## config.mk

```make
export PLATFORM = sky130hd
export DESIGN_NAME = ccoc_top
export DESIGN_NICKNAME = d
export VERILOG_FILES = /design/src/hw/ccoc_pkg.sv /design/src/hw/ccoc_top.sv
export VERILOG_INCLUDE_DIRS = /design/src /design/src/hw
export SDC_FILE = /design/constraint.sdc
export NUM_CORES = 1
export LEC_CHECK = 0
export BUFFER_PORTS_ARGS = -buffer_cell sky130_fd_sc_hd__buf_2
export CAP_MARGIN = 20
export CORE_MARGIN = 4
export CORE_UTILIZATION = 48
export CTS_CLUSTER_DIAMETER = 30
export DETAILED_ROUTE_END_ITERATION = 10
export HOLD_SLACK_MARGIN = 0.06
export PLACE_DENSITY = 0.84
export SLEW_MARGIN = 25
export SYNTH_ARGS = -nofsm -noshare
export SYNTH_HDL_FRONTEND = slang
export SYNTH_SLANG_ARGS = --single-unit
```

## constraint.sdc

```tcl
create_clock -name clock_i -period 2.3 [get_ports clock_i]
set_input_delay 0.115 -clock clock_i [delete_from_list [all_inputs] [get_ports clock_i]]
set_output_delay 0.115 -clock clock_i [all_outputs]
set_load 0.02 [all_outputs]
```

## src/hw/ccoc_consts.svh

```systemverilog
// Constants of the capture/compare output-stage control block.
`ifndef CCOC_CONSTS_SVH
`define CCOC_CONSTS_SVH

// Register byte offsets on the AHB-Lite slave.
`define CCOC_CTRL_OFS 32'h0000_0000
`define CCOC_STAT_OFS 32'h0000_0004
`define CCOC_ADDR_MSB 11

// Control register field positions.
`define CCOC_ONESHOT_EXTEND_COUNT_MSB 14
`define CCOC_ONESHOT_EXTEND_COUNT_LSB 12
`define CCOC_OUTPUT_STEER_SELECT_MSB 10
`define CCOC_OUTPUT_STEER_SELECT_LSB 8
`define CCOC_POL1_BIT 5
`define CCOC_POL2_BIT 4

// Reset value and writable bits of the control register.
`define CCOC_CTRL_RST 16'h0000
`define CCOC_CTRL_WMASK 16'h7730

// Output steering codes.
`define CCOC_MODE_SINGLE 3'h0
`define CCOC_MODE_PUSHPULL 3'h1
`define CCOC_MODE_HALFBRIDGE 3'h2
`define CCOC_MODE_RSVD_A 3'h3
`define CCOC_MODE_BDC_REV 3'h4
`define CCOC_MODE_BDC_FWD 3'h5
`define CCOC_MODE_SCAN 3'h6
`define CCOC_MODE_RSVD_B 3'h7

// Last index of the scan sequence.
`define CCOC_SCAN_LAST 3'h5

`endif

```

## src/hw/ccoc_pkg.sv

```systemverilog
// Types shared by the output-stage control block.
package ccoc_pkg;

  // Six output pins, pin a in the top bit.
  typedef struct packed {
    logic out_pin_a;
    logic out_pin_b;
    logic out_pin_c;
    logic out_pin_d;
    logic out_pin_e;
    logic out_pin_f;
  } ccoc_pins_s;

  // Control register fields as they sit in the word.
  typedef struct packed {
    logic rsvd_15;
    logic [2:0] oneshot_extend_count;
    logic rsvd_11;
    logic [2:0] output_steer_select;
    logic [1:0] rsvd_7_6;
    logic polarity_group_one;
    logic polarity_group_two;
    logic [3:0] rsvd_3_0;
  } ccoc_ctrl_s;

  typedef logic [2:0] ccoc_count_t;

endpackage

```

## src/hw/ccoc_top.sv

```systemverilog
// Output-stage control of a capture/compare/PWM unit with an AHB-Lite slave.
//
// Implementation choices: the placing of the registers and the AHB-Lite interface to the registers.
`timescale 1ns/10ps
`default_nettype none
`include "ccoc_consts.svh"
// Function
// - Nonzero count stretches one-shot N extra periods.
// - Zero count leaves one-shot one period.
// - Bits 11 and 7:6 read zero.
// - Mode codes 011 and 111 reserved.
// - Code 101 forward, 100 reverse brush DC.
// - Codes 000 single, 001 push-pull, 010 half-bridge.
// - Code 110 scans waveform across pins.
// - Bit 5 sets polarity of pins A,C,E.
// - Bit 4 sets polarity of pins B,D,F.
module ccoc_top (
  input wire logic clock_i,
  input wire logic rst_i,
  input wire logic hsel_i,
  input wire logic [31:0] haddr_i,
  input wire logic [1:0] htrans_i,
  input wire logic hwrite_i,
  input wire logic [2:0] hsize_i,
  input wire logic [31:0] hwdata_i,
  input wire logic hready_i,
  output logic hreadyout_o,
  output logic hresp_o,
  output logic [31:0] hrdata_o,
  input wire logic tb_period_i,
  input wire logic oneshot_trig_i,
  input wire logic pwm_i,
  output logic oneshot_active_o,
  output ccoc_pkg::ccoc_pins_s pins_o
);
  import ccoc_pkg::*;

  // ************************************************************
  // Register bus
  // ************************************************************

  logic [15:0] ctrl_r;
  logic [15:0] ctrl_nxt;
  logic [31:0] hrdata_r;
  logic ph_wr_r;
  logic ph_ctrl_r;
  logic ph_rd_r;
  logic os_active_r;
  ccoc_count_t os_left_r;
  logic [2:0] scan_idx_r;
  logic pp_phase_r;
  logic [5:0] pins_r;

  wire logic acc = hsel_i & htrans_i[1] & hready_i;
  wire logic sel_ctrl = (haddr_i[`CCOC_ADDR_MSB:0] == 12'(`CCOC_CTRL_OFS));
  wire logic sel_stat = (haddr_i[`CCOC_ADDR_MSB:0] == 12'(`CCOC_STAT_OFS));
  wire logic ctrl_wen = ph_wr_r & ph_ctrl_r;
  // Unwritable bits are masked on the way in, so reserved bits stay zero.
  wire logic [15:0] ctrl_wdata = hwdata_i[15:0] & `CCOC_CTRL_WMASK;
  wire ccoc_ctrl_s ctrl = ctrl_r;
  wire ccoc_count_t os_count = ctrl.oneshot_extend_count;
  wire logic [2:0] mode = ctrl.output_steer_select;
  wire logic pol1 = ctrl.polarity_group_one;
  wire logic pol2 = ctrl.polarity_group_two;
  wire logic [15:0] stat_word = {8'h00, pp_phase_r, scan_idx_r, os_active_r, os_left_r};

  always_comb begin
    ctrl_nxt = ctrl_r;
    if (ctrl_wen) begin
      ctrl_nxt = ctrl_wdata;
    end
  end

  // A read right behind a write sees the new value through ctrl_nxt.
  wire logic [31:0] rd_word = sel_ctrl ? {16'h0000, ctrl_nxt} :
                              sel_stat ? {16'h0000, stat_word} : 32'h0000_0000;

  always_ff @(posedge clock_i or posedge rst_i) begin
    if (rst_i) begin
      ctrl_r <= `CCOC_CTRL_RST;
    end else begin
      ctrl_r <= ctrl_nxt;
    end
  end

  always_ff @(posedge clock_i or posedge rst_i) begin
    if (rst_i) begin
      ph_wr_r <= 1'b0;
      ph_rd_r <= 1'b0;
      ph_ctrl_r <= 1'b0;
    end else if (hready_i) begin
      ph_wr_r <= acc & hwrite_i;
      ph_rd_r <= acc & ~hwrite_i;
      ph_ctrl_r <= sel_ctrl;
    end
  end

  always_ff @(posedge clock_i or posedge rst_i) begin
    if (rst_i) begin
      hrdata_r <= 32'h0000_0000;
    end else if (acc & ~hwrite_i) begin
      hrdata_r <= rd_word;
    end
  end

  // The slave never stalls and never errors.
  assign hreadyout_o = 1'b1;
  assign hresp_o = 1'b0;
  assign hrdata_o = hrdata_r;

  // ************************************************************
  // One-shot stretch
  // ************************************************************

  // A new trigger restarts the stretch even while one is running.
  always_ff @(posedge clock_i or posedge rst_i) begin
    if (rst_i) begin
      os_active_r <= 1'b0;
      os_left_r <= 3'h0;
    end else if (oneshot_trig_i) begin
      os_active_r <= 1'b1;
      os_left_r <= os_count;
    end else if (os_active_r & tb_period_i) begin
      if (os_left_r == 3'h0) begin
        os_active_r <= 1'b0;
      end else begin
        os_left_r <= os_left_r - 3'h1;
      end
    end
  end

  assign oneshot_active_o = os_active_r;

  // ************************************************************
  // Steering sequencers
  // ************************************************************

  always_ff @(posedge clock_i or posedge rst_i) begin
    if (rst_i) begin
      scan_idx_r <= 3'h0;
      pp_phase_r <= 1'b0;
    end else if (tb_period_i) begin
      pp_phase_r <= ~pp_phase_r;
      scan_idx_r <= (scan_idx_r == `CCOC_SCAN_LAST) ? 3'h0 : scan_idx_r + 3'h1;
    end
  end

  // ************************************************************
  // Steering and polarity
  // ************************************************************

  // Bit 5 is pin a, bit 0 is pin f.
  logic [5:0] raw_scan;
  genvar k;
  generate
    for (k = 0; k < 6; k++) begin : g_scan
      assign raw_scan[5-k] = pwm_i & (scan_idx_r == 3'(k));
    end
  endgenerate

  wire logic [5:0] raw_single = {pwm_i, 5'h00};
  wire logic [5:0] raw_pp = {pwm_i & ~pp_phase_r, pwm_i & pp_phase_r, 4'h0};
  wire logic [5:0] raw_hb = {pwm_i, ~pwm_i, 4'h0};
  // Forward holds pin a on and chops pin d; reverse holds c and chops b.
  wire logic [5:0] raw_fwd = {1'b1, 2'b00, pwm_i, 2'b00};
  wire logic [5:0] raw_rev = {1'b0, pwm_i, 1'b1, 3'b000};
  wire logic [5:0] pol_vec = {pol1, pol2, pol1, pol2, pol1, pol2};

  logic [5:0] raw;
  always_comb begin
    unique case (mode)
      `CCOC_MODE_SINGLE: raw = raw_single;
      `CCOC_MODE_PUSHPULL: raw = raw_pp;
      `CCOC_MODE_HALFBRIDGE: raw = raw_hb;
      `CCOC_MODE_BDC_FWD: raw = raw_fwd;
      `CCOC_MODE_BDC_REV: raw = raw_rev;
      `CCOC_MODE_SCAN: raw = raw_scan;
      // Reserved codes park every pin at its inactive level.
      `CCOC_MODE_RSVD_A: raw = 6'h00;
      `CCOC_MODE_RSVD_B: raw = 6'h00;
    endcase
  end

  always_ff @(posedge clock_i or posedge rst_i) begin
    if (rst_i) begin
      pins_r <= 6'h00;
    end else begin
      pins_r <= raw ^ pol_vec;
    end
  end

  assign pins_o = pins_r;
endmodule // ccoc_top
`default_nettype wire

```

==> summary.txt <==
Route
  – Drt pass-1 iters: 4
  – Total wire length: 4.60 mm
  – Routed WL per cell: 14.5 microns
  – Remaining antenna violation count: 0
  – DRC violations left: 0
  – Routed vias: about 1,700
  – Initial DRC count: slightly below 80
  – Vias per cell: 5.21

Clock network
  – CTS tree: yes
  – Clock transition at path regs: 0.08 ns
  – Cts repair resizes: 0
  – Largest buffer count on any clock path: 2
  – # clock sinks: 48
  – Total CTS buffers: 5
  – Root Driver: clkbuf_8
  – Clock Latency Late Sink: about 0.3 ns
  – # H-tree levels: 2

Synthesis
  – Post-synthesis average cell area: approximately 11 sq um
  – Synthesized flop and latch total: 48
  – Mapped Area: about 2300 sq um
  – Post-synth EDFFs: 0
  – Proportion of synthesized area in mux cells: 6.45%
  – Synth Area in Adders: 1.67%
  – Netlist cell types: a little over 40
  – Simple-gate share of the synthesized area: approximately 17%
  – Primary FF master, synth: dfrtp_1
  – Cells after synthesis: 206
  – Xor/xnor cell area share of the yosys netlist: 3.89%
  – Ys Warns: 0
  – Synth async-reset ratio: 100%
  – Combinational family with the most area after synthesis: simple AND/OR/NAND/NOR gates
  – Compound-Gate Fraction of Synth Area: under 10%
  – Register area share after synthesis: 53.4%

Power
  – Pwr/cell area: 699 nW/um^2
  – Seq pwr share: 54.2%
  – Leakage power: 1.44 nW
  – Gate power share: between 10% and 20%
  – Sw frac: between 20% and 30%
  – Clock power share: ~28%
  – Int Pwr: between 1 and 1.5 mW
  – Peak VDD IR: approximately 0.42 mV
  – Switch Pwr: 517 uW

Floorplanning
  – Total die area: a little under 6000 sq um
  – Chip Width: 76.5 microns
  – Initial core utilization: 50.6%
  – Core area: 4440 sq um
  – Die Y: 76.5 microns
  – IO Pins: around 120
  – FP Rows: 24

Finish
  – Filler instances: 379
  – FF/Latch Area: 1200 sq um
  – Post-route cell area: 2640 sq um
  – Non-Filler Instances: 317
  – Multi-input combinational cell area: 906 sq um
  – Antenna diodes: 0
  – Fin nets: about 350
  – Layout cells sized above 1: 30.9%
  – Area Overhead vs Synth: 17.2%
  – Fin util: 59.4%

Setup path
  – Critical Path AT: 1.76 ns
  – Worst R2R Setup Slack: 0.76 ns
  – Worst reg-to-reg path cell count: 4
  – WP buf/inv: 0
  – Delay of the slowest cell on the worst path: 0.50 ns
  – CP Max Fanout: 10
  – CP cell instances: or3b_1, a211o_1, o21ai_1, xor2_1
  – Number of stages on the worst setup path: 4
  – CP top delay family: flip-flops
  – Crit-path slowest cell: dfrtp_1
  – Startpoint types: flop
  – WP data required: between 2 and 3 ns
  – Critical path type: reg2reg
  – Crit end category: flop
  – Worst R2R Start: scan_idx_r[0]
  – Reg-to-reg endpoint: pins_o[4]

Place
  – IO buf count: 51
  – Dpl hpwl: between 3 and 4 mm
  – GP Congestion: 0.764
  – Placed instance area: 2500 sq um
  – Placed cells: 306

GRT
  – GRT Overall Usage: 16.6%
  – Initial antenna violation count: 0
  – Global-route wire length before repair: 7.64 mm
  – Vias in the first global route: about 1,600
  – Grt total ovfl: 0
  – Largest net degree at the start of global routing: between 40 and 50

STA
  – Min Tclk post-route: 1.54 ns
  – Maximum clock frequency: around 650 MHz
  – Slew margin rel.: roughly three fifths
  – Hold_ws: a little over 0.07 ns
  – RSZ-0062 raised after global routing: false
  – Setup TNS: 0 ns
  – Tcrit/Tclk final: 67.0%
  – Fin. max-slew vios: 0
  – Setup violators final: 0
  – Least-Margin Pin Slew: 0.575 ns
  – Final hold viol count: 0
  – Clock Skew: 0.00338 ns

Hold path
  – Worst Hold Endpoint: ctrl[10]
  – Hold WC Path Type: in2reg
  – Worst hold start: hwdata_i[10]
  – Hold Path Stages: 2

Run status
  – Outcome: finished, final reports clean

Flow run
  – Max-cap violations: 0
## worst max-delay path by stage
stage	start	end	slack [ns]
floorplan	ph_wr_r	hrdata_o[14]	0.85
global placement	haddr_i[5]	hrdata_o[1]	0.63
detailed placement	haddr_i[5]	hrdata_o[1]	0.62
CTS	scan_idx_r[0]	pins_o[4]	0.76
global route	scan_idx_r[0]	pins_o[4]	0.64
finish	scan_idx_r[0]	pins_o[4]	0.76
## power groups by stage
| stage | Sequential, mW | Clock [mW] | Combinational (mW) |
|---|---|---|---|
| after floorplan | 0.996 | 0 | 0.265 |
| after global placement | 1.01 | 0 | 0.305 |
| after detailed placement | 1.01 | 0 | 0.318 |
| after CTS | 0.999 | 0.541 | 0.322 |
| after global routing | 1.02 | 0.582 | 0.361 |
| final | 1.00 | 0.524 | 0.320 |
## cell usage after synthesis, drive strengths merged, types with 4 or more instances
cell type   n  area, sq um
nand3       9         45.0
nor2        4         15.0
a22oi       9         67.6
nand2      30          120
xor2        7         61.3
mux2       12          135
inv        14         52.6
o21ai      12         60.1
dfrtp      48         1200
buf        19          140
## stage by stage
step                power (mW)  setup WS, ns
floorplan                 1.26         0.849
global placement          1.31         0.625
detailed placement        1.33         0.625
CTS                       1.86         0.762
global route              1.96         0.641
finish                    1.84         0.758
## sequential cells by signal, summed over array words and instances (netlist names)
register	cells
os_left_r	3
scan_idx_r	3
pins_o	6
ctrl	16
ph_ctrl_r	1
ph_wr_r	1
hrdata_o	16
oneshot_active_o	1
pp_phase_r	1
## final cells by class
class                           instances  share of cell area, %
Sequential cell                        48                   45.5
Multi-Input combinational cell        138                   34.3
Timing Repair Buffer                   58                   12.0
Clock buffer                            7                   3.65
Tap cell                               52                   2.47
Inverter                               14                   1.99
## placed cells by master, fill, tap and decap left out, types with 2 or more instances in the layout
cell,n
inv_1,12
a22oi_1,9
nand2_1,29
o21ai_1,9
buf_2,51
conb_1,18
a21oi_1,3
ha_1,3
o21ai_0,3
nor2_1,4
clkbuf_8,7
xor2_1,7
xnor2_1,3
dlygate4sd3_1,4
nand2b_1,3
buf_4,3
inv_2,2
mux2_2,12
nand4_1,2
or4_4,3
nor2b_1,2
dfrtp_1,48
nand3_1,9
## timing repair
item,CTS,global route
buffers inserted,0,0
hold buffers,2,2
endpoints found under the hold margin,49,2
## cells by family (layout without fill, tap and decap cells)
kind of cell,Yosys count,after routing
other cells,2,18
buf+inv,36,79
mux,13,13
flops,48,48
xor+xnor,10,10
fa+ha+maj,3,3
compound gates,29,29
simple gates,65,65
## metal layers
metal / global-route usage [%] / wire, microns / vias to the layer above
met5: 0 / 0 / -
met4: 7.07 / 81 / 0
met3: 5.44 / 278 / 11
met2: 28.6 / 2450 / 61
met1: 18.7 / 1790 / 800
li1: - / - / 778
Power figures use the tool's default switching activity.
